--- src/hw/bdm_defines.svh ---
`ifndef BDM_DEFINES_SVH
`define BDM_DEFINES_SVH

// Address space shape
`define BDM_ADDR_W 12
`define BDM_OFFS_W 8
`define BDM_BANK_W 4
`define BDM_NUM_BANKS 16
`define BDM_BANK_BYTES 256

// Implemented general purpose bank and its base
`define BDM_GPR_BANK 4'h0
`define BDM_GPR_BASE 12'h000

// Access Bank map
`define BDM_ACC_SPLIT 8'h80
`define BDM_ACC_LO_BASE 12'h000
`define BDM_ACC_HI_BASE 12'hF00

// Special function register window in the top half of the last bank
`define BDM_SFR_BASE 12'hF80
`define BDM_SFR_TOP 12'hFFF
`define BDM_SFR_IDX_W 7

// Bank select register location and layout
`define BDM_BSEL_ADDR 12'hFE0
`define BDM_BSEL_RESET 4'h0
`define BDM_BSEL_UPPER 4'h0

// Value of any unimplemented location
`define BDM_ZERO_BYTE 8'h00

`endif

--- src/hw/bdm_pkg.sv ---
`default_nettype none
package bdm_pkg;
   typedef logic [11:0] bdm_addr_t;
   typedef logic [7:0] bdm_byte_t;
   typedef enum logic [0:0] {
      BDM_IDLE,
      BDM_MOVE_WR
   } bdm_state_t;
endpackage : bdm_pkg
`default_nettype wire

--- src/hw/bdm_data_mem.sv ---
// Behaviour
// RL1: Every data location has a 12-bit address
// RL2: Sixteen banks of 256 bytes, bank on top
// RL3: Only one data RAM bank is built
// RL4: Unimplemented locations always read as zero
// RL5: Banked address is bank select over operand
// RL6: Bank select upper nibble reads zero, unwritable
// RL7: Load-bank-literal writes literal into bank select
// RL8: Unimplemented bank writes dropped, reads zero
// RL9: Status flags update even for unimplemented targets
// RL10: Full-address move ignores bank select entirely
// RL11: Other accesses use bank select or access map
// RL12: Access map: bank 0 low, bank 15 high
// RL13: Access bit one selects banked addressing
// RL14: Access bit zero forces access map
// RL15: Access map access completes in one cycle
// RL16: Extended set uses another map, not here
// RL17: General registers from 000h, never reset
// RL18: Special registers F80h-FFFh, unused read zero
// RL19: Core reads phase two, writes phase four
// RL20: Access map base 000h below 80h, else F00h
`timescale 1ns/1ps
`default_nettype none
`include "bdm_defines.svh"

module bdm_data_mem #(
   parameter int GPR_BYTES = `BDM_BANK_BYTES
) (
   // Clock and reset
   input wire logic core_clk,
   input wire logic arst_n,
   // Configuration
   input wire logic ext_set_enable,
   // Short-address access from the execution core
   input wire logic acc_rd_en,
   input wire logic acc_wr_en,
   input wire logic acc_sel,
   input wire bdm_pkg::bdm_byte_t acc_offset,
   input wire bdm_pkg::bdm_byte_t acc_wdata,
   // Load bank literal
   input wire logic load_bank_literal_en,
   input wire bdm_pkg::bdm_byte_t load_bank_literal,
   // Full address move
   input wire logic move_full_address_en,
   input wire bdm_pkg::bdm_addr_t move_src,
   input wire bdm_pkg::bdm_addr_t move_dst,
   // Answer to the core
   output logic busy,
   output bdm_pkg::bdm_byte_t rd_data,
   output logic rd_valid,
   output logic status_upd,
   output logic unimpl_hit,
   output logic ext_map_req,
   output bdm_pkg::bdm_byte_t bank_select,
   // Special function register port
   output logic sfr_rd_strobe,
   output logic [`BDM_SFR_IDX_W-1:0] sfr_rd_index,
   input wire bdm_pkg::bdm_byte_t sfr_rd_data,
   input wire logic sfr_rd_ack,
   output logic sfr_wr_strobe,
   output logic [`BDM_SFR_IDX_W-1:0] sfr_wr_index,
   output bdm_pkg::bdm_byte_t sfr_wr_data
);
   import bdm_pkg::*;

   localparam logic [8:0] GPR_LIM = 9'(GPR_BYTES);

   // Access Bank or banked address from an 8-bit operand
   function automatic bdm_addr_t eff_addr(input logic sel, input logic [3:0] bsel,
                                          input bdm_byte_t offs);
      bdm_addr_t a;
      a = `BDM_ACC_LO_BASE;
      if (sel) begin
         a = {bsel, offs}; // [RL5] [RL13]
      end else if (offs < `BDM_ACC_SPLIT) begin
         a = `BDM_ACC_LO_BASE | {4'h0, offs}; // [RL12] [RL20] [RL14]
      end else begin
         a = `BDM_ACC_HI_BASE | {4'h0, offs}; // [RL12] [RL20] [RL14]
      end
      return a;
   endfunction : eff_addr

   // Only the general purpose bank holds RAM
   function automatic logic is_gpr(input bdm_addr_t a);
      return (a[11:8] == `BDM_GPR_BANK) && ({1'b0, a[7:0]} < GPR_LIM); // [RL3] [RL2]
   endfunction : is_gpr

   function automatic logic is_sfr(input bdm_addr_t a);
      return (a >= `BDM_SFR_BASE) && (a <= `BDM_SFR_TOP); // [RL18]
   endfunction : is_sfr

   // General purpose storage: deliberately without reset so contents survive
   bdm_byte_t ram [0:GPR_BYTES-1];

   bdm_state_t state_reg, state_next;
   logic [3:0] bsel_reg, bsel_next;
   bdm_addr_t dst_reg, dst_next;
   bdm_byte_t rd_data_reg, rd_data_next;
   logic rd_valid_reg, rd_valid_next;
   logic status_reg, status_next;
   logic unimpl_reg, unimpl_next;
   logic ext_reg, ext_next;
   logic sfr_wr_reg, sfr_wr_next;
   logic [`BDM_SFR_IDX_W-1:0] sfr_widx_reg, sfr_widx_next;
   bdm_byte_t sfr_wdata_reg, sfr_wdata_next;

   logic idle;
   logic ext_block;
   logic acc_go;
   logic move_go;
   logic rd_go;
   logic wr_go;
   bdm_addr_t acc_addr;
   bdm_addr_t rd_addr;
   bdm_addr_t wr_addr;
   bdm_byte_t wr_byte;
   bdm_byte_t rd_byte;
   logic ram_we;
   logic [7:0] ram_idx;

   // Request steering; the full move takes precedence over short accesses
   always_comb begin
      idle = (state_reg == BDM_IDLE);
      ext_block = ext_set_enable && !acc_sel; // [RL16]
      move_go = idle && move_full_address_en;
      acc_go = idle && !move_full_address_en && (acc_rd_en || acc_wr_en);
      acc_addr = eff_addr(acc_sel, bsel_reg, acc_offset); // [RL11] [RL1]
      rd_go = move_go || (acc_go && acc_rd_en && !ext_block);
      rd_addr = move_go ? move_src : acc_addr; // [RL10]
      wr_go = (state_reg == BDM_MOVE_WR) || (acc_go && acc_wr_en && !ext_block);
      wr_addr = (state_reg == BDM_MOVE_WR) ? dst_reg : acc_addr; // [RL10]
      wr_byte = (state_reg == BDM_MOVE_WR) ? rd_data_reg : acc_wdata;
      busy = !idle;
   end

   // Read multiplexer; anything not backed by storage returns zero
   always_comb begin
      rd_byte = `BDM_ZERO_BYTE; // [RL4] [RL8]
      sfr_rd_strobe = 1'b0;
      sfr_rd_index = rd_addr[`BDM_SFR_IDX_W-1:0];
      if (rd_go) begin
         if (is_gpr(rd_addr)) begin
            rd_byte = ram[rd_addr[7:0]];
         end else if (rd_addr == `BDM_BSEL_ADDR) begin
            rd_byte = {`BDM_BSEL_UPPER, bsel_reg}; // [RL6]
         end else if (is_sfr(rd_addr)) begin
            sfr_rd_strobe = 1'b1;
            rd_byte = sfr_rd_ack ? sfr_rd_data : `BDM_ZERO_BYTE; // [RL18]
         end
      end
   end

   // Storage write decode
   always_comb begin
      ram_we = wr_go && is_gpr(wr_addr); // [RL8] [RL17]
      ram_idx = wr_addr[7:0];
   end

   // Control, bank select and answer registers
   always_comb begin
      state_next = state_reg;
      bsel_next = bsel_reg;
      dst_next = dst_reg;
      rd_data_next = rd_data_reg;
      rd_valid_next = 1'b0;
      status_next = 1'b0;
      unimpl_next = 1'b0;
      ext_next = 1'b0;
      sfr_wr_next = 1'b0;
      sfr_widx_next = sfr_widx_reg;
      sfr_wdata_next = sfr_wdata_reg;
      case (state_reg)
         BDM_IDLE: begin
            if (move_go) begin
               dst_next = move_dst;
               state_next = BDM_MOVE_WR;
            end
         end
         BDM_MOVE_WR: begin
            state_next = BDM_IDLE;
         end
         default: begin
            state_next = BDM_IDLE;
         end
      endcase
      if (rd_go) begin
         rd_data_next = rd_byte; // [RL15]
      end
      if (acc_go) begin
         rd_valid_next = acc_rd_en;
         status_next = 1'b1; // [RL9]
         ext_next = ext_block;
      end
      if ((rd_go && !is_gpr(rd_addr) && !is_sfr(rd_addr)) ||
          (wr_go && !is_gpr(wr_addr) && !is_sfr(wr_addr))) begin
         unimpl_next = 1'b1; // [RL8]
      end
      if (wr_go && is_sfr(wr_addr)) begin
         if (wr_addr == `BDM_BSEL_ADDR) begin
            bsel_next = wr_byte[3:0]; // [RL6]
         end else begin
            sfr_wr_next = 1'b1;
            sfr_widx_next = wr_addr[`BDM_SFR_IDX_W-1:0];
            sfr_wdata_next = wr_byte;
         end
      end
      // Literal load wins over a data write to the same register
      if (load_bank_literal_en) begin
         bsel_next = load_bank_literal[3:0]; // [RL7]
      end
   end

   always_ff @(posedge core_clk or negedge arst_n) begin
      if (!arst_n) begin
         state_reg <= BDM_IDLE;
         bsel_reg <= `BDM_BSEL_RESET;
         dst_reg <= `BDM_GPR_BASE;
         rd_data_reg <= `BDM_ZERO_BYTE;
         rd_valid_reg <= 1'b0;
         status_reg <= 1'b0;
         unimpl_reg <= 1'b0;
         ext_reg <= 1'b0;
         sfr_wr_reg <= 1'b0;
         sfr_widx_reg <= '0;
         sfr_wdata_reg <= `BDM_ZERO_BYTE;
      end else begin
         state_reg <= state_next;
         bsel_reg <= bsel_next;
         dst_reg <= dst_next;
         rd_data_reg <= rd_data_next;
         rd_valid_reg <= rd_valid_next;
         status_reg <= status_next;
         unimpl_reg <= unimpl_next;
         ext_reg <= ext_next;
         sfr_wr_reg <= sfr_wr_next;
         sfr_widx_reg <= sfr_widx_next;
         sfr_wdata_reg <= sfr_wdata_next;
      end
   end

   // No reset branch: neither power-on nor later resets touch this storage
   always_ff @(posedge core_clk) begin
      if (ram_we) begin
         ram[ram_idx] <= wr_byte; // [RL17]
      end
   end

   assign rd_data = rd_data_reg;
   assign rd_valid = rd_valid_reg;
   assign status_upd = status_reg;
   assign unimpl_hit = unimpl_reg;
   assign ext_map_req = ext_reg;
   assign bank_select = {`BDM_BSEL_UPPER, bsel_reg}; // [RL6]
   assign sfr_wr_strobe = sfr_wr_reg;
   assign sfr_wr_index = sfr_widx_reg;
   assign sfr_wr_data = sfr_wdata_reg;
endmodule : bdm_data_mem

`default_nettype wire

--- config.mk ---
export PLATFORM = sky130hd
export DESIGN_NAME = bdm_data_mem
export DESIGN_NICKNAME = d
export VERILOG_FILES = /design/src/hw/bdm_pkg.sv /design/src/hw/bdm_data_mem.sv
export VERILOG_INCLUDE_DIRS = /design/src /design/src/hw
export SDC_FILE = /design/constraint.sdc
export NUM_CORES = 2
export LEC_CHECK = 0
export BUFFER_PORTS_ARGS = -buffer_cell sky130_fd_sc_hd__buf_2
export CAP_MARGIN = 5
export CORE_ASPECT_RATIO = 1.4
export CORE_MARGIN = 3
export CORE_UTILIZATION = 44
export DETAILED_ROUTE_END_ITERATION = 7
export PLACE_DENSITY = 0.66
export RECOVER_POWER = 50
export SETUP_SLACK_MARGIN = 0.1
export SLEW_MARGIN = 25
export SYNTH_ARGS = -nofsm -noshare
export SYNTH_HDL_FRONTEND = slang
export SYNTH_SLANG_ARGS = --single-unit
--- constraint.sdc ---
create_clock -name core_clk -period 11.02 [get_ports core_clk]
set_input_delay 2.755 -clock core_clk [delete_from_list [all_inputs] [get_ports core_clk]]
set_output_delay 2.755 -clock core_clk [all_outputs]
set_load 0.01 [all_outputs]
Word level (Yosys, flattened, before mapping)
Memory sizes are Yosys's and may differ from the RTL's.
Cells that the tools add are included.
{"block": "classes", "bitwise": 2, "addsub": 0, "multipliers": 0, "magnitude_cmp": 5, "n_eq_ne": 2, "mux": 26, "shifts": 0, "div": 0, "n_reduce_logical": 34}
{"op": "2-to-1 mux 12 bit", "n": 4}
{"op": "2-to-1 mux 8 bit", "n": 5}
{"op": "== test 12 bit, second input constant", "n": 2}
{"op": "greater-or-equal comparator 12 bit, second input constant", "n": 2}
{"op": "<= comparator 12 bit, second input constant", "n": 2}
{"op": "logical AND 1 bit", "n": 16}
{"op": "2-to-1 mux 1 bit", "n": 13}
{"op": "2-to-1 mux 4 bit", "n": 3}
{"op": "logical NOT 4 bit", "n": 2}
{"op": "less-than comparator 8 bit, second input constant", "n": 1}
{"op": "logical NOT 1 bit", "n": 7}
{"op": "AND reduction 2 bit", "n": 3}
{"op": "logical OR 1 bit", "n": 4}
{"op": "nonzero test 2 bit", "n": 2}
{"op": "NOT 1 bit", "n": 2}
{"op": "one-hot mux 1 bit (2 select lines)", "n": 1}
{"block": "word_totals", "elab_cells": 81, "latchBits": 0, "n_memories": 1, "in_bits": 65, "mem_bits_rw": 2048, "mem_bits_ro": 0, "regBits": 45}
{"memory": "ram", "words": 256, "width": 8, "rd": 1, "rd_ports_with_merged_regs": 0, "wr": 1, "line": "bdm_data_mem.sv:93", "text": "bdm_byte_t ram [0:GPR_BYTES-1];"}

Logic depth before layout (Yosys ltp)
{"block": "depth", "depth_word": 10, "depth_mapped": 16, "ltp_nobuf": 11}

Worst setup path before layout
No wires, ideal clock.
{"block": "synth_path", "kind": "input-to-output", "start": "input move_full_address_en", "end": "output sfr_rd_index[0]", "arrival_time_ns": 4.189, "path_slack_ns": 4.076, "stages": 8, "cell_sequence": "nand2b_4 -> buf_8 -> a21oi_4 -> inv_2 -> buf_2 -> clkbuf_1 -> clkbuf_1 -> buf_2"}
{"block": "synth_via", "elab_chain_len": 2}
{"item": "from (decl)", "line": "bdm_data_mem.sv:44", "text": "input wire logic move_full_address_en,"}
{"item": "logical AND 1 bit", "line": "bdm_data_mem.sv:125", "text": "move_go = idle && move_full_address_en;"}
{"item": "2-to-1 mux 12 bit", "line": "bdm_data_mem.sv:129", "text": "rd_addr = move_go ? move_src : acc_addr;"}
{"item": "to (decl)", "line": "bdm_data_mem.sv:57", "text": "output logic [`BDM_SFR_IDX_W-1:0] sfr_rd_index,"}
No other way between the ends.

Final worst setup path
{"block": "layout_path", "start": "input acc_wdata[5]", "end": "memory ram[54][5] (netlist bit), data pin"}
{"block": "layout_via", "elab_chain_len": 1}
{"item": "from (decl)", "line": "bdm_data_mem.sv:39", "text": "input wire bdm_pkg::bdm_byte_t acc_wdata,"}
{"item": "2-to-1 mux 8 bit", "line": "bdm_data_mem.sv:132", "text": "wr_byte = (state_reg == BDM_MOVE_WR) ? rd_data_reg : acc_wdata;"}
{"item": "via wr_byte[5]", "line": "bdm_data_mem.sv:116", "text": "bdm_byte_t wr_byte;"}
{"item": "to (decl)", "line": "bdm_data_mem.sv:93"}
The timed path passes the listed nets, and every way through them passes these cells.

==> metrics.md <==
| Metric | Value |
|---|---|
| Area Growth Syn to Fin | `10.8%` |
| Synth area leader | `edfxtp_1` |
| Max-cap violation count | `24` |
| Crit start category | `input port` |
| Core area | `0.186 sq mm` |
| Seq pwr share | `52.8%` |
| Req. time, crit path | `11.12 ns` |
| Final #Nets | `5617` |
| TritonCTS clock tree | `built` |
| Top cells by area, synth | `edfxtp_1 74%, nand2_1 5.6%, mux4_2 4.0%` |
| Initial antenna violation count | `8` |
| Root buf cell | `clkbuf_16` |
| Top-area cell type share of the netlist area | `between 70 and 80%` |
| Syn Area/Cell | `15.1 sq um` |
| Hold Crit Start | `dst_reg[1]` |
| Final Wtd Congestion | `0.894` |
| Commonest cells post-synth | `2048 x edfxtp_1, 1223 x nand2_1, 387 x nand3_1` |
| Post-CTS setup buffer count | `0` |
| Max frequency | `roughly 110 MHz` |
| Post-CTS resize count | `0` |
| Largest net degree at the start of global routing | `between 150 and 200` |
| Slew Limit Headroom | `-271%` |
| Skew final | `~0.029 ns` |
| Mean routed wirelength per cell | `a little over 30 microns` |
| First-pass GRT wire length | `between 300000 and 400000 microns` |
| Outcome | `finished with violations` |
| Critical R2R Capture | `ram[54][5]` |
| Die Y | `519 microns` |
| Vias | `50200` |
| Filler cells | `15400` |
| WHS Path Cells | `2` |
| Std cell rows | `187` |
| # port buffers | `101` |
| Final setup TNS | `0 ns` |
| Tot Pwr | `17.2 mW` |
| Number of flip-flops in the largest register | `2048` |
| CTS H-tree lvls | `4` |
| Post-synth EDFFs | `2048` |
| Switch Pwr | `4.17 mW` |
| Max incr delay on CP | `3.36 ns` |
| Hold buffer count at CTS | `0` |
| Worst Path Max Fanout | `124` |
| Count of cell types in the netlist | `77` |
| Crit-path slowest cell | `mux2_1` |
| Die area | `0.193 sq mm` |
| # DRC | `0` |
| Part of the power in the clock network | `37.5%` |
| Setup Viol. Count Final | `0` |
| Vias per Instance | `a little over 6` |
| Max-slew violations | `around 2100` |
| Vias in the first global route | `about 49000` |
| Final setup margin | `roughly 2.1 ns` |
| Leakage | `29.8 nW` |
| Post-layout minimum cycle time | `8.89 ns` |
| Min-delay worst type | `reg -> reg` |
| Final ANT Viol Nets | `0` |
| Yosys reg bits | `2093` |
| Clock sink count | `2093` |
| Crit path cell chain | `buf_2, mux2_1, clkbuf_1` |
| Num CTS Buffers | `roughly 180` |
| R2R Path Start | `busy` |
| Clock latency on the worst-skew pair | `0.82 ns` |
| Layout cells sized above 1 | `between 10% and 20%` |
| # IOs | `between 100 and 150` |
| Internal Power | `13.0 mW` |
| RSZ-0062 raised after global routing | `false` |
| Worst R2R Path Depth | `3` |
| Cell Pwr Density | `188 mW/mm^2` |
| Initial DRC count | `6705` |
| Worst-Margin Slew | `~5.6 ns` |
| Critical Path Sink Type | `register` |
| WHS | `around 0.48 ns` |
| Chip width | `~370 microns` |
| Sw Ratio | `24.3%` |
| Initial Utilization | `44.5%` |
| Synthesis warning total | `0` |
| Sequential-to-total area share from yosys stat | `between 70% and 80%` |
| Clock buffer depth | `3` |
| CTS clk-pin slew, worst paths | `0.07 ns` |
| Worst ir drop on vdd | `between 0.1 and 0.15 mV` |
| WL final | `about 250000 microns` |
| R2R Setup Slk | `~3.2 ns` |
| Post-synth ARST share | `2.15%` |
| Count leader, synth | `edfxtp_1` |
| Hold Fails Final Rpt | `0` |
| Detailed placer's ending HPWL | `146000 microns` |
| Final worst path period share | `between 80% and 90%` |
| Arrival time worst endpoint | `8.98 ns` |
| First-pass DRT Iterations | `6` |
| Crit Path Class | `in -> reg` |
| Synthesized area | `0.0827 sq mm` |
| GR Util All Layers | `25.1%` |
| Placement Setup Slack | `2.62 ns` |
| Comb power frac | `9.7%` |
| Failing checks | `capacitance limit, slew limit` |
| Cells after synthesis | `5489` |
| Post-synth top flop | `edfxtp_1` |
| GR Overflow Total | `0` |
| Hold EP | `dst_reg[1]` |
-- metrics by stage --
stage          util, %  std cells  instance area [sq um]
2_1_floorplan        -       5492                  82700
4_1_cts           49.3       8150                  91700
3_5_place_dp      46.2       7828                  85900
3_3_place_gp      46.1       7828                  85800
5_1_grt           49.2       8153                  91600
6_report          49.2       8159                  91600
-- worst max-delay path, delay by kind of cell --
family / cells / cell delay [ns]
multiplexers: 1 / 3.36
buffers and inverters: 2 / 2.72
-- power groups by stage --
| stage | clock network, mW | logic [mW] | registers, mW |
|---|---|---|---|
| floorplan | 0 | 0.906 | 9.20 |
| global placement | 0 | 1.62 | 9.18 |
| detailed placement | 0 | 1.65 | 9.18 |
| CTS | 6.49 | 1.66 | 9.01 |
| global route | 6.77 | 1.74 | 9.08 |
| finish | 6.44 | 1.67 | 9.07 |
-- layout by cell type (no fill, tap or decap), drive strengths merged, types with 31 or more instances in the layout --
master	instances
nand4	93
o21ai	38
edfxtp	2048
dfrtp	45
buf	196
a31oi	107
a21oi	179
a32oi	56
mux4	148
mux2i	189
inv	31
nor2	297
o221ai	32
clkinv	66
clkbuf	239
nand2	1225
nand3	387
a22oi	49
-- worst max-delay path by stage --
| stage | startpoint | endpoint | slack [ns] | depth (start not counted) |
|---|---|---|---|---|
| 2_1_floorplan | move_full_address_en | sfr_rd_index[0] | 4.08 | 8 |
| 3_3_place_gp | move_full_address_en | sfr_rd_strobe | 2.67 | 9 |
| 3_5_place_dp | move_full_address_en | sfr_rd_strobe | 2.62 | 9 |
| 4_1_cts | move_full_address_en | sfr_rd_strobe | 2.63 | 9 |
| 5_1_grt | acc_wdata[5] | ram[41][5] | 1.80 | 3 |
| 6_report | acc_wdata[5] | ram[54][5] | 2.13 | 3 |
-- layout make-up --
| class | count | area, sq um | share of cell area [%] |
|---|---|---|---|
| timing repair buffer | 219 | 1470 | 1.61 |
| antenna | 8 | 20.0 | 0.0219 |
| clock inverter | 106 | 1170 | 1.28 |
| clock buffer | 216 | 4700 | 5.13 |
| inverter | 24 | 109 | 0.119 |
| multi-input combinational | 3036 | 18400 | 20.1 |
| tap | 2457 | 3070 | 3.36 |
| sequential | 2093 | 62600 | 68.4 |
-- cells by family after synthesis --
logic type,synth area share [%]
AOI/OAI and AO/OA,4.89
buffers and inverters,2.22
DFF,75.7
muxes,6.58
other,0.00454
and+or+nand+nor,10.6
-- routing by layer --
layer	routed length [microns]	global-route usage, %	up-vias
li1	-	-	21000
met1	86300	31.4	25400
met2	117000	39.9	3085
met3	24600	4.98	737
met4	18400	16.1	6
met5	39	0	-
Note: power is estimated with default switching activity, not from simulation.
